$ cat src/logic/sso_pkg.sv
// constants and types for the sensor serial output port
package sso_pkg;
    // ------------------------------------------------------------
    // timing
    // ------------------------------------------------------------
    localparam int CLK_PERIOD_NS = 25;
    localparam int TICK_BASE_NS = 3000;
    localparam logic [11:0] TICK_BASE_CYC = 12'((TICK_BASE_NS + CLK_PERIOD_NS - 1) / CLK_PERIOD_NS);
    localparam logic [9:0] SENT_LOW_TICKS = 10'h005;
    localparam logic [9:0] SENT_HIGH_BASE = 10'h007;
    localparam logic [9:0] CAL_TICKS = 10'h038;
    localparam logic [9:0] PAUSE_MIN = 10'h00C;
    localparam logic [9:0] PAUSE_MAX = 10'h300;
    localparam logic [10:0] MSG_CONST_MIN = 11'h0A6;
    localparam logic [10:0] MSG_CONST_MAX = 11'h40E;
    // ------------------------------------------------------------
    // pulse indices within a message
    // ------------------------------------------------------------
    localparam logic [3:0] P_CAL = 4'h0;
    localparam logic [3:0] P_STATUS = 4'h1;
    localparam logic [3:0] P_DATA0 = 4'h2;
    localparam logic [3:0] P_CRC = 4'h8;
    localparam logic [3:0] P_PAUSE = 4'h9;
    localparam int NIB_DATA = 6;
    // ------------------------------------------------------------
    // checks
    // ------------------------------------------------------------
    localparam logic [3:0] CRC4_SEED = 4'h5;
    localparam logic [3:0] CRC4_POLY = 4'hD;
    localparam logic [2:0] CRC3_SEED = 3'h7;
    localparam logic [2:0] CRC3_POLY = 3'h3;
    // ------------------------------------------------------------
    // psi5 frame limits
    // ------------------------------------------------------------
    localparam int PSI_MAX_BITS = 33;
    localparam int PAY_MAX = 28;
    localparam logic [4:0] RA_MIN = 5'h0A;
    localparam logic [4:0] RA_MAX = 5'h18;
    localparam logic [3:0] RB_MAX = 4'hC;
    localparam logic [2:0] FC_MAX = 3'h4;
    localparam logic [1:0] ST_MAX = 2'h2;
    localparam int START_BITS = 2;
    // ------------------------------------------------------------
    // types
    // ------------------------------------------------------------
    typedef enum logic [1:0] {
        SSO_STD = 2'h0,
        SSO_A3 = 2'h1,
        SSO_A4 = 2'h2
    } sso_variant_t;
    typedef enum logic [3:0] {
        ST_IDLE = 4'h1,
        ST_SENT = 4'h2,
        ST_PSI = 4'h4,
        ST_FAULT = 4'h8
    } sso_state_t;
endpackage

$ cat src/logic/sso_sent_crc.sv
// sent checksum nibble, recommended and table forms
`timescale 1ns/1ps
module sso_sent_crc (
    // data
    input wire logic [23:0] data_nibbles,
    input wire logic legacy,
    // result
    output logic [3:0] crc
);
    import sso_pkg::*;
    function automatic logic [3:0] crc_step(input logic [3:0] c, input logic [3:0] n);
        logic [3:0] r;
        r = c;
        for (int b = 3; b >= 0; b--) begin
            r = {r[2:0], n[b]} ^ (r[3] ? CRC4_POLY : 4'h0);
        end
        return r;
    endfunction
    // ------------------------------------------------------------
    // legacy lookup table, built as constants
    // ------------------------------------------------------------
    logic [3:0] table_rom [256];
    always_comb begin
        for (int i = 0; i < 256; i++) begin
            table_rom[i] = crc_step(i[7:4], i[3:0]);
        end
    end
    logic [3:0] crc_new;
    logic [3:0] crc_leg;
    always_comb begin
        crc_new = CRC4_SEED;
        crc_leg = CRC4_SEED;
        for (int k = NIB_DATA - 1; k >= 0; k--) begin
            crc_new = crc_step(crc_new, data_nibbles[4*k +: 4]);
            crc_leg = table_rom[{crc_leg, data_nibbles[4*k +: 4]}];
        end
        crc_new = crc_step(crc_new, 4'h0);
        crc_leg = table_rom[{crc_leg, 4'h0}];
        crc = legacy ? crc_leg : crc_new;
    end
endmodule

$ cat src/logic/sso_psi_chk.sv
// psi5 error check: crc3 or even parity
`timescale 1ns/1ps
module sso_psi_chk (
    // payload, first bit in index 0
    input wire logic [27:0] payload,
    input wire logic [4:0] pay_len,
    // result
    output logic [2:0] crc,
    output logic parity
);
    import sso_pkg::*;
    always_comb begin
        crc = CRC3_SEED;
        parity = 1'b0;
        for (int i = 0; i < PAY_MAX; i++) begin
            if (i < int'(pay_len)) begin
                crc = {crc[1:0], payload[i]} ^ (crc[2] ? CRC3_POLY : 3'h0);
                parity = parity ^ payload[i];
            end
        end
        for (int z = 0; z < 3; z++) begin
            crc = {crc[1:0], 1'b0} ^ (crc[2] ? CRC3_POLY : 3'h0);
        end
    end
endmodule

$ cat src/logic/sso_port.sv
// sent / psi5 sensor serial output port
`timescale 1ns/1ps
module sso_port (
    // clock and reset
    input wire logic clk,
    input wire logic rst_n,
    // mode and timing
    input wire logic psi_mode,
    input wire logic [1:0] tick_sel,
    input wire sso_pkg::sso_variant_t variant,
    input wire logic a4_nib6_zero,
    input wire logic a4_cnt_zero,
    input wire logic crc_legacy,
    input wire logic counter_clear,
    // pause
    input wire logic pause_en,
    input wire logic pause_align,
    input wire logic [10:0] msg_const_ticks,
    input wire logic align_event,
    // sent data
    input wire logic start,
    input wire logic [3:0] status_nibble,
    input wire logic [11:0] first_nibble_word_reg,
    input wire logic [11:0] second_nibble_word_reg,
    // psi5 sections
    input wire logic sc_en,
    input wire logic serial_channel_bit_low,
    input wire logic serial_channel_bit_high,
    input wire logic [2:0] fc_len,
    input wire logic [3:0] frame_control_bits,
    input wire logic [1:0] st_len,
    input wire logic [1:0] frame_status_bits,
    input wire logic [3:0] rb_len,
    input wire logic [11:0] aux_data_region,
    input wire logic [4:0] ra_len,
    input wire logic [23:0] main_data_region,
    input wire logic use_crc3,
    // protection
    input wire logic over_voltage,
    input wire logic over_current,
    input wire logic line_short,
    // outputs
    output logic sent_out,
    output logic sent_oe,
    output logic psi_sink,
    output logic busy,
    output logic msg_done,
    output logic fault_active,
    output logic [7:0] roll_count
);
    import sso_pkg::*;
    // ------------------------------------------------------------
    // reset release
    // ------------------------------------------------------------
    logic rst_meta;
    logic rst_q;
    always_ff @(posedge clk or negedge rst_n) begin
        if (!rst_n) begin
            rst_meta <= 1'b0;
            rst_q <= 1'b0;
        end else begin
            rst_meta <= 1'b1;
            rst_q <= rst_meta;
        end
    end
    // ------------------------------------------------------------
    // tick divider
    // ------------------------------------------------------------
    logic [11:0] div_cnt;
    logic tick;
    logic [11:0] div_top;
    assign div_top = 12'(TICK_BASE_CYC << tick_sel);
    always_ff @(posedge clk or negedge rst_q) begin
        if (!rst_q) begin
            div_cnt <= 12'h000;
            tick <= 1'b0;
        end else if (state == ST_IDLE && start) begin
            div_cnt <= 12'h000;
            tick <= 1'b0;
        end else if (div_cnt >= div_top - 12'h001) begin
            div_cnt <= 12'h000;
            tick <= 1'b1;
        end else begin
            div_cnt <= div_cnt + 12'h001;
            tick <= 1'b0;
        end
    end
    // ------------------------------------------------------------
    // psi5 frame assembly
    // ------------------------------------------------------------
    logic [27:0] pay;
    logic [4:0] plen;
    logic [2:0] chk_crc;
    logic chk_par;
    logic [32:0] next_frame;
    logic [5:0] next_flen;
    always_comb begin
        int p;
        int f;
        int rbn;
        int ran;
        p = 0;
        f = 0;
        pay = 28'h000_0000;
        rbn = (rb_len > RB_MAX) ? int'(RB_MAX) : int'(rb_len);
        ran = (ra_len < RA_MIN) ? int'(RA_MIN) : (ra_len > RA_MAX) ? int'(RA_MAX) : int'(ra_len);
        if (sc_en) begin
            pay[0] = serial_channel_bit_low;
            pay[1] = serial_channel_bit_high;
            p = 2;
        end
        for (int i = 0; i < int'(FC_MAX); i++) begin
            if (i < int'(fc_len) && p < PAY_MAX) begin
                pay[p] = frame_control_bits[i];
                p = p + 1;
            end
        end
        for (int i = 0; i < int'(ST_MAX); i++) begin
            if (i < int'(st_len) && p < PAY_MAX) begin
                pay[p] = frame_status_bits[i];
                p = p + 1;
            end
        end
        for (int i = 0; i < int'(RB_MAX); i++) begin
            if (i < rbn && p < PAY_MAX) begin
                pay[p] = aux_data_region[i];
                p = p + 1;
            end
        end
        for (int i = 0; i < int'(RA_MAX); i++) begin
            if (i < ran && p < PAY_MAX) begin
                pay[p] = main_data_region[i];
                p = p + 1;
            end
        end
        plen = 5'(p);
        next_frame = 33'h0_0000_0000;
        for (int i = 0; i < PAY_MAX; i++) begin
            if (i < p) begin
                next_frame[START_BITS + i] = pay[i];
            end
        end
        f = START_BITS + p;
        if (use_crc3) begin
            for (int j = 0; j < 3; j++) begin
                if (f + j < PSI_MAX_BITS) begin
                    next_frame[f + j] = chk_crc[2 - j];
                end
            end
            next_flen = 6'(f + 3);
        end else begin
            if (f < PSI_MAX_BITS) begin
                next_frame[f] = chk_par;
            end
            next_flen = 6'(f + 1);
        end
    end
    sso_psi_chk u_chk (
        .payload(pay),
        .pay_len(plen),
        .crc(chk_crc),
        .parity(chk_par)
    );
    // ------------------------------------------------------------
    // sent nibble selection and checksum
    // ------------------------------------------------------------
    logic [23:0] data_q;
    logic [3:0] stat_q;
    logic [23:0] next_data;
    logic [3:0] crc_nib;
    always_comb begin
        logic [3:0] n1;
        n1 = first_nibble_word_reg[11:8];
        next_data = {first_nibble_word_reg, second_nibble_word_reg};
        if (variant == SSO_A3 || variant == SSO_A4) begin
            next_data[11:4] = roll_count;
            next_data[3:0] = ~n1;
            if (variant == SSO_A4 && a4_cnt_zero) begin
                next_data[11:4] = 8'h00;
            end
            if (variant == SSO_A4 && a4_nib6_zero) begin
                next_data[3:0] = 4'h0;
            end
        end
    end
    sso_sent_crc u_crc (
        .data_nibbles(data_q),
        .legacy(crc_legacy),
        .crc(crc_nib)
    );
    // ------------------------------------------------------------
    // main sequencer
    // ------------------------------------------------------------
    sso_state_t state;
    logic [3:0] pidx;
    logic [9:0] ptick;
    logic [10:0] msg_ticks;
    logic [9:0] pause_len;
    logic align_seen;
    logic [32:0] frame_q;
    logic [5:0] flen_q;
    logic [5:0] bidx;
    logic half;
    logic fault_any;
    logic [9:0] cur_len;
    logic [3:0] cur_nib;
    logic pulse_end;
    logic [10:0] pause_calc;
    assign fault_any = over_voltage | over_current | line_short;
    always_comb begin
        case (pidx)
            P_STATUS: cur_nib = stat_q;
            P_CRC: cur_nib = crc_nib;
            default: cur_nib = data_q[4*(7 - int'(pidx)) +: 4];
        endcase
        if (pidx == P_CAL) begin
            cur_len = CAL_TICKS;
        end else if (pidx == P_PAUSE) begin
            cur_len = pause_len;
        end else begin
            cur_len = SENT_LOW_TICKS + SENT_HIGH_BASE + 10'(cur_nib);
        end
        if (pidx == P_PAUSE && pause_align) begin
            pulse_end = (ptick + 10'h001 >= PAUSE_MIN && (align_seen || align_event))
                || ptick + 10'h001 >= PAUSE_MAX;
        end else begin
            pulse_end = (ptick + 10'h001 >= cur_len);
        end
        pause_calc = msg_const_ticks - msg_ticks - 11'h001;
        if (msg_const_ticks < MSG_CONST_MIN || msg_const_ticks > MSG_CONST_MAX
            || msg_ticks + 11'h001 >= msg_const_ticks || pause_calc < 11'(PAUSE_MIN)) begin
            pause_calc = 11'(PAUSE_MIN);
        end else if (pause_calc > 11'(PAUSE_MAX)) begin
            pause_calc = 11'(PAUSE_MAX);
        end
    end
    always_ff @(posedge clk or negedge rst_q) begin
        if (!rst_q) begin
            state <= ST_IDLE;
            pidx <= P_CAL;
            ptick <= 10'h000;
            msg_ticks <= 11'h000;
            pause_len <= PAUSE_MIN;
            align_seen <= 1'b0;
            data_q <= 24'h00_0000;
            stat_q <= 4'h0;
            frame_q <= 33'h0_0000_0000;
            flen_q <= 6'h00;
            bidx <= 6'h00;
            half <= 1'b0;
            msg_done <= 1'b0;
        end else begin
            msg_done <= 1'b0;
            case (state)
                ST_IDLE: begin
                    if (fault_any) begin
                        state <= ST_FAULT;
                    end else if (start && psi_mode) begin
                        frame_q <= next_frame;
                        flen_q <= next_flen;
                        bidx <= 6'h00;
                        half <= 1'b0;
                        state <= ST_PSI;
                    end else if (start) begin
                        data_q <= next_data;
                        stat_q <= status_nibble;
                        pidx <= P_CAL;
                        ptick <= 10'h000;
                        msg_ticks <= 11'h000;
                        state <= ST_SENT;
                    end
                end
                ST_SENT: begin
                    if (fault_any) begin
                        state <= ST_FAULT;
                    end else if (tick) begin
                        msg_ticks <= msg_ticks + 11'h001;
                        if (align_event) begin
                            align_seen <= 1'b1;
                        end
                        if (!pulse_end) begin
                            ptick <= ptick + 10'h001;
                        end else begin
                            ptick <= 10'h000;
                            if (pidx == P_CRC && pause_en) begin
                                pidx <= P_PAUSE;
                                pause_len <= pause_calc[9:0];
                                align_seen <= 1'b0;
                            end else if (pidx == P_CRC || pidx == P_PAUSE) begin
                                state <= ST_IDLE;
                                msg_done <= 1'b1;
                            end else begin
                                pidx <= pidx + 4'h1;
                            end
                        end
                    end
                end
                ST_PSI: begin
                    if (fault_any) begin
                        state <= ST_FAULT;
                    end else if (tick) begin
                        half <= ~half;
                        if (half) begin
                            if (bidx + 6'h01 >= flen_q) begin
                                state <= ST_IDLE;
                                msg_done <= 1'b1;
                            end else begin
                                bidx <= bidx + 6'h01;
                            end
                        end
                    end
                end
                ST_FAULT: begin
                    if (!fault_any) begin
                        state <= ST_IDLE;
                    end
                end
                default: state <= ST_IDLE;
            endcase
        end
    end
    // ------------------------------------------------------------
    // rolling counter
    // ------------------------------------------------------------
    always_ff @(posedge clk or negedge rst_q) begin
        if (!rst_q) begin
            roll_count <= 8'h00;
        end else if (counter_clear || state == ST_FAULT) begin
            roll_count <= 8'h00;
        end else if (state == ST_SENT && tick && pulse_end && !fault_any
                     && (pidx == P_CRC || pidx == P_PAUSE) && !(pidx == P_CRC && pause_en)) begin
            roll_count <= roll_count + 8'h01;
        end
    end
    // ------------------------------------------------------------
    // pin drivers
    // ------------------------------------------------------------
    always_ff @(posedge clk or negedge rst_q) begin
        if (!rst_q) begin
            sent_out <= 1'b1;
            sent_oe <= 1'b0;
            psi_sink <= 1'b0;
            busy <= 1'b0;
            fault_active <= 1'b0;
        end else begin
            sent_oe <= !fault_any && state != ST_FAULT && !psi_mode;
            sent_out <= !(state == ST_SENT && ptick < SENT_LOW_TICKS);
            psi_sink <= state == ST_PSI && !fault_any
                && (frame_q[bidx] ^ half);
            busy <= state == ST_SENT || state == ST_PSI;
            fault_active <= fault_any || state == ST_FAULT;
        end
    end
endmodule

$ cat config.mk
export PLATFORM = sky130hd
export DESIGN_NAME = sso_port
export DESIGN_NICKNAME = d
export VERILOG_FILES = /design/src/logic/sso_pkg.sv /design/src/logic/sso_sent_crc.sv /design/src/logic/sso_psi_chk.sv /design/src/logic/sso_port.sv
export SDC_FILE = /design/constraint.sdc
export NUM_CORES = 1
export LEC_CHECK = 0
export BUFFER_PORTS_ARGS = -buffer_cell sky130_fd_sc_hd__buf_4
export CORE_ASPECT_RATIO = 0.5
export CORE_MARGIN = 10
export CORE_UTILIZATION = 26
export CTS_BUF_LIST = sky130_fd_sc_hd__clkbuf_2 sky130_fd_sc_hd__clkbuf_4 sky130_fd_sc_hd__clkbuf_8
export DETAILED_ROUTE_END_ITERATION = 16
export PLACE_DENSITY_LB_ADDON = 0.2
export SETUP_SLACK_MARGIN = 0.4
export SLEW_MARGIN = 0
export SYNTH_ARGS = -nofsm -noshare
export SYNTH_HDL_FRONTEND = slang
export SYNTH_HIERARCHICAL = 1
export SYNTH_SLANG_ARGS = --single-unit
export TNS_END_PERCENT = 10
$ cat constraint.sdc
create_clock -name clk -period 3.9 [get_ports clk]
set_input_delay 0 -clock clk [delete_from_list [all_inputs] [get_ports clk]]
set_output_delay 0 -clock clk [all_outputs]
set_load 0.05 [all_outputs]
Word level (Yosys, flattened, before mapping):

Memory sizes are Yosys's and may differ from the RTL's.
Cells that the tools add are included.

* equality and inequality tests: 31
* shift operators: 2
* bitwise gates (word level): 99
* add/sub/neg operators: 57
* reductions and logical operators: 131
* mux-type cells: 466
* order comparisons: 255

Operators with widths (count)
* >= comparator 32 x 1 -> 1 bit (second input constant): 45
* < comparator 32 x 7 -> 1 bit (second input constant): 45
* adder 32 x 2 -> 32 bit (second input constant): 43
* < comparator 32 x 6 -> 1 bit (second input constant): 42
* two-way mux 32 bit: 42
* bitwise mux 28 bit: 42
* two-way mux 28 bit: 42
* < comparator 6 x 32 -> 1 bit (first input constant): 12
* < comparator 5 x 32 -> 1 bit (first input constant): 8
* two-way mux 4 bit: 64
* two-way mux 33 bit: 7
* demux 1 bit (select 5 bit): 42
* bitwise mux 33 bit: 4
* < comparator 4 x 32 -> 1 bit (first input constant): 4
* two-way mux 1 bit: 121
* logical AND 1 bit: 104
* bitwise XOR 4 bit: 26
* < comparator 5 bit (first input constant): 20
* two-way mux 10 bit: 10
* < comparator 32 x 8 -> 1 bit (second input constant): 3
* bitwise XOR 3 bit: 30
* two-way mux 3 bit: 27
* < comparator 4 x 5 -> 1 bit (first input constant): 16
* two-way mux 2 bit: 33
* other kinds (88): 209

* output and inout bits: 14
* input bits: 117
* register bits: 143
* memories kept: 7
* memory bits (read-only): 7168
* logic and storage cells: 1071

Memory list
* (no name shown): words 256, width 4, rd ports 1, clocked after Yosys merged registers in 0, write ports 0, line sso_sent_crc.sv:35 `crc_leg = table_rom[{crc_leg, data_nibbles[4*k +: 4]}];`
* (no name shown): words 256, width 4, rd ports 1, clocked after Yosys merged registers in 0, write ports 0, line sso_sent_crc.sv:35
* (no name shown): words 256, width 4, rd ports 1, clocked after Yosys merged registers in 0, write ports 0, line sso_sent_crc.sv:35
* (no name shown): words 256, width 4, rd ports 1, clocked after Yosys merged registers in 0, write ports 0, line sso_sent_crc.sv:35
* (no name shown): words 256, width 4, rd ports 1, clocked after Yosys merged registers in 0, write ports 0, line sso_sent_crc.sv:35
* (no name shown): words 256, width 4, rd ports 1, clocked after Yosys merged registers in 0, write ports 0, line sso_sent_crc.sv:35
* +1 memories

Longest topological paths before layout:

* depth after elaboration: 227
* depth in mapped cells: 209
* gate-level depth less buffers: 193

By module:

Netlist, hierarchy kept.

Modules (own cells, without submodules)
* sso_port: times used 1, cells each 5927, seq. area each 3583.4 sq um, area an instance 39121.3 sq um
* sso_psi_chk: times used 1, cells each 495, seq. area each 0.0 sq um, area an instance 3339.5 sq um
* sso_sent_crc: times used 1, cells each 36, seq. area each 0.0 sq um, area an instance 357.8 sq um

Worst setup path after synthesis:

OpenSTA, ideal clock, no wires.

* path kind: input to register
* start: input fc_len[1]
* end: register frame_q[31]
* required time: 3761 ps
* arrival time: 41094 ps
* library setup time: 139 ps
* stages: 196
* path buffers: 19
* setup slack: -37332 ps
* cells stage by stage: buf_2 > inv_1 > nand2_1 > nor2_1 > inv_1 > ha_1 > buf_2 > a21oi_1 > ha_1 > inv_1 > a211oi_2 > ha_1 > a21oi_1 > inv_1 > ha_1 > nand2_1 > o21ai_0 > ha_1 > (+160 left out) > o221a_4 > o22a_1 > mux2i_1 > or4_1 > a21oi_1 > o21ai_1 > a2111o_1 > o311a_1 > and4_4 > nor4_2 > o21ai_1 > nand2_1 > xor3_1 > buf_2 > inv_1 > nor2_1 > a221oi_1 > o221ai_1

* elaborated cells between the ends (all ways): 661
* those cells by class: 44 x add/sub; 164 x order compare; 309 x mux; 58 x bitwise; 86 x reduce/logical

RTL lines
* start, declared: line sso_port.sv:29 `input wire logic [2:0] fc_len,`
* < comparator 1 x 3 -> 1 bit: line sso_port.sv:113 `if (i < int'(fc_len) && p < PAY_MAX) begin`
* logical AND 1 bit: line sso_port.sv:113
* two-way mux 32 bit: line sso_port.sv:113
* < comparator 32 x 6 -> 1 bit: line sso_port.sv:113
* logical AND 1 bit: line sso_port.sv:113
* two-way mux 32 bit: line sso_port.sv:113
* < comparator 32 x 6 -> 1 bit: line sso_port.sv:113
* logical AND 1 bit: line sso_port.sv:113
* (+118 left out)
* named net plen[3]: line sso_port.sv:92 `logic [4:0] plen;`
* (+73 left out)
* bitwise XOR 3 bit (*): line sso_psi_chk.sv:22 `crc = {crc[1:0], 1'b0} ^ (crc[2] ? CRC3_POLY : 3'h0);`
* named net chk_crc[1]: line sso_port.sv:93 `logic [2:0] chk_crc;`
* bitwise mux 33 bit (*): line sso_port.sv:147 `next_frame[f + j] = chk_crc[2 - j];`
* two-way mux 33 bit (*): line sso_port.sv:146 `if (f + j < PSI_MAX_BITS) begin`
* two-way mux 33 bit (*): line sso_port.sv:144 `if (use_crc3) begin`
* bitwise mux 33 bit: line sso_port.sv:147
* two-way mux 33 bit (*): line sso_port.sv:146
* two-way mux 33 bit (*): line sso_port.sv:144
* end signal, assigned: line sso_port.sv:259 `frame_q <= next_frame;`
* end, declared: line sso_port.sv:200 `logic [32:0] frame_q;`

Mark *: on every way through the listed nets, which the timed path passes. The rest lies on a longest branch. The select of a mux whose other input is x is not followed.
A chain may end at the register's enable or synchronous reset.

Final worst setup path:

* start: input fc_len[2]
* end: register frame_q[28]

* elaborated cells between the ends (all ways): 663
* those cells by class: 44 x add/sub; 165 x order compare; 310 x mux; 58 x bitwise; 86 x reduce/logical

RTL lines
* < comparator 1 x 3 -> 1 bit: line sso_port.sv:113
* logical AND 1 bit: line sso_port.sv:113
* two-way mux 32 bit: line sso_port.sv:113
* < comparator 32 x 6 -> 1 bit: line sso_port.sv:113
* logical AND 1 bit: line sso_port.sv:113
* two-way mux 32 bit: line sso_port.sv:113
* < comparator 32 x 6 -> 1 bit: line sso_port.sv:113
* logical AND 1 bit: line sso_port.sv:113
* (+189 left out)
* two-way mux 3 bit (*): line sso_psi_chk.sv:16 `if (i < int'(pay_len)) begin`
* bitwise XOR 3 bit (*) (2 in a row): line sso_psi_chk.sv:22
* two-way mux 2 bit (*): line sso_psi_chk.sv:22
* bitwise XOR 3 bit (*): line sso_psi_chk.sv:22
* named net chk_crc[0]: line sso_port.sv:93
* bitwise mux 33 bit (*): line sso_port.sv:147
* two-way mux 33 bit (*): line sso_port.sv:146
* two-way mux 33 bit (*): line sso_port.sv:144

Marks and branches as above.

==> summary.txt <==
Status
  • Status: complete, but fails checks
  • Violated checks: setup timing

Logic synthesis
  • Fraction of registers with async set/reset: 1.000
  • EDFF count, synth: 0
  • Area fraction in compound gates after synthesis: 0.3476
  • Synthesized area: 0.04282 sq mm
  • Mapped Avg Cell Area: 6.630 sq um
  • Yosys top cell area share: 0.08123
  • Post-synth cell types: 147
  • Post-synthesis mux area share: 0.06911
  • Post-Synth XOR/XNOR Area: 0.05897
  • FF+latch count, synth: 143
  • Syn Inst Count: 6,458
  • YS warnings: 6
  • Main combinational cell family by area after synthesis: compound AO/OA/AOI/OAI gates
  • Area contributors post-synth: dfrtp_1 (8.1%), nand2_1 (7.7%), ha_1 (6.7%), nor2_1 (5.8%), nand3_1 (5.6%)
  • Post-synthesis adder-cell area fraction: 0.06738
  • Primary flip-flop cell chosen by synthesis mapping: dfrtp_1
  • Post-synthesis simple-gate area fraction: 0.3099
  • Post-synthesis sequential area ratio: 0.08369
  • Yosys top cell by area: dfrtp_1
  • Top-count cell post-synth: nand2_1
  • Synth cell count leaders: nand2_1 (876), nor2_1 (656), nand3_1 (483)

Route
  • Post-DRT Antenna Nets: 0
  • Drt wl/cell: 18.65 um
  • # DRC: 0
  • Via count: 57.16k
  • First-pass DRT Iterations: 6
  • Final WL: 199,900 um
  • DR iter-0 viols: 4,423
  • Vias per std cell: 5.331

Critical path
  • Arrival @ worst endpoint: 34,940 ps
  • Crit. End Element: flip-flop
  • Slowest cell delay on critical path: 550 ps
  • Reg2reg setup slack: -1220 ps
  • Reg2reg path depth: 32
  • Critical-path top delay cell: or4_4
  • Worst r2r dst: roll_count[7]
  • Critical path class: input pin to flip-flop
  • Max FO, Critical Path: 6
  • Critical Path RT: 4280 ps
  • Worst R2R Start: data_q[11]
  • Startpoint Class: input pin
  • Crit-path most repeated cell: ha_4

Die
  • Initial Utilization: 0.2614
  • Core footprint: 0.1638 sq mm
  • # IOs: 131
  • Floorplan row count: 105
  • Height of the chip: 307.0 um
  • Die W: 593.9 um
  • Die ar.: 0.1823 sq mm

Clocking
  • CTS tree: done
  • Number of buffers created by CTS: 17
  • H-tree depth: 4
  • Clk buf depth: 2
  • Worst skew pair latency: 490 ps
  • Clock root buffer: clkbuf_8
  • Clock transition at path regs: 90 ps
  • Sink Count: 143

Hold path
  • Hold Path Origin: counter_clear
  • Worst Hold Path EP: roll_count[4]
  • Hold Path Stages: 3
  • Worst hold-check path type: input pin to flip-flop

Finish
  • Syn-to-layout area delta: 53.59%
  • Post-Route Utilization: 0.4014
  • Share of layout cells above drive strength 1: 0.3716
  • Ant diodes: 0
  • Design area: 0.06577 sq mm
  • Total Nets Final: 8,863
  • Non-Filler Instances: 10.72k

Global routing
  • Grt ovf: 0
  • Met3 Use GR: 0.01238
  • Number of global-route vias before repair: 54.39k
  • M1 GR Usage: 0.3019
  • Global-route usage over all layers: 0.2058
  • Initial antenna violation count: 1
  • Gr busiest metal: met2
  • GRT met2 Usage: 0.3321
  • Largest net degree at the start of global routing: 65
  • First-pass GRT wire length: 311,500 um

Place
  • Placed Cells: 10.55k
  • Port Buf Inserts: 130
  • Hpwl dp: 166,900 um
  • Pre-CTS setup slack: -31,940 ps
  • DP Area: 0.06265 sq mm
  • GP Congestion: 0.9656

STA
  • Worst Tran Pin Value: 881.2 ps
  • Final period util: 8.860
  • Hold Fails Final Rpt: 0
  • Unrepaired setup endpoints after global routing: yes
  • Post-layout min period: 34,550 ps
  • Final setup violation count: 76
  • Fmax: 28.94 MHz
  • Clock skew: 26.15 ps
  • Fin. max-slew vios: 0
  • Slew HR: 0.4125
  • Setup ws final: -30,650 ps

Run
  • Max-cap violations: 0
cells in the final DEF (no fill, tap or decap), drive strengths merged, types with 93 or more instances in the layout:
cell type  Yosys  layout
nor2         666     666
a31oi        215     215
ha           229     229
and2          93      93
nand2        877     877
buf          136    2455
xnor2        172     172
mux2i        189     189
a21oi        458     458
o21ai        379     379
o211ai       101     101
dfrtp        139     139
nand3        483     483
and3          93      93
inv          197     198
nor3         183     183
nand4        148     148
sequential cells by signal, indices dropped and copies added (netlist names), 6 cells and up:
signal / count
bidx: 6
data_q: 24
div_cnt: 12
flen_q: 6
frame_q: 33
msg_ticks: 11
pause_len: 10
ptick: 10
roll_count: 8
per-layer routing:
layer  wire length, um  vias up  part of all wire
met5                 0        -                 0
met4              3839        0             0.019
met3              8757      185             0.044
met2             88760     1467              0.44
met1             98590    27000              0.49
li1                  -    28510                 -
final cells by class:
type | instances | area (sq um)
fill | 17350 | 98060
multi-input combinational | 5656 | 39120
timing repair buffer | 2495 | 19120
sequential | 143 | 3587
tap | 2193 | 2744
inverter | 203 | 797.0
clock buffer | 20 | 262.8
clock inverter | 12 | 136.4
cell families after synthesis:
| kind of cell | count (synthesis) |
|---|---|
| other | 1 |
| muxes | 273 |
| DFF | 143 |
| AOI/OAI and AO/OA | 2083 |
| xor gates and xnor gates | 244 |
| and+or+nand+nor | 2823 |
| adders and majority gates | 230 |
| buffers and inverters | 661 |
through the flow:
step | setup TNS, ps | hold WS [ps]
global placement | -1215280 | -216.7
CTS | -1177930 | 24.43
finish | -1185430 | 67.01
floorplan | -1333490 | -295.6
detailed placement | -1241450 | -214.3
global route | -1252680 | 24.53
worst max-delay path by stage:
stage	start	cells after the start	slack, ps	to
5_1_grt	fc_len[2]	195	-32010	frame_q[28]
2_1_floorplan	fc_len[2]	190	-33480	frame_q[28]
6_report	fc_len[2]	172	-30650	frame_q[28]
3_3_place_gp	fc_len[2]	170	-31320	frame_q[24]
4_1_cts	fc_len[2]	177	-30250	frame_q[24]
3_5_place_dp	fc_len[2]	166	-31940	frame_q[24]
worst max-delay path, delay by kind of cell:
kind / cells / cell delay (ps)
AO/OA/AOI/OAI: 69 / 14640
adder cells (fa/ha/maj): 21 / 4460
multiplexers: 13 / 3470
buffers and inverters: 16 / 1660
XOR/XNOR: 6 / 820
AND/OR/NAND/NOR: 47 / 9810
repair_timing:
| item | 4_1_cts | 5_1_grt |
|---|---|---|
| resized for setup | 137 | 184 |
| pin swaps | 88 | 84 |
| setup endpoints to repair | 76 | 76 |
| cloned | 0 | 1 |
| hold buffers | 40 | 0 |
| setup buffers | 42 | 56 |
| endpoints found under the hold margin | 46 | 0 |
Power is left out: the tool's default activity adds up to more than one toggle a clock period on the data nets, which glitch-free logic cannot reach.
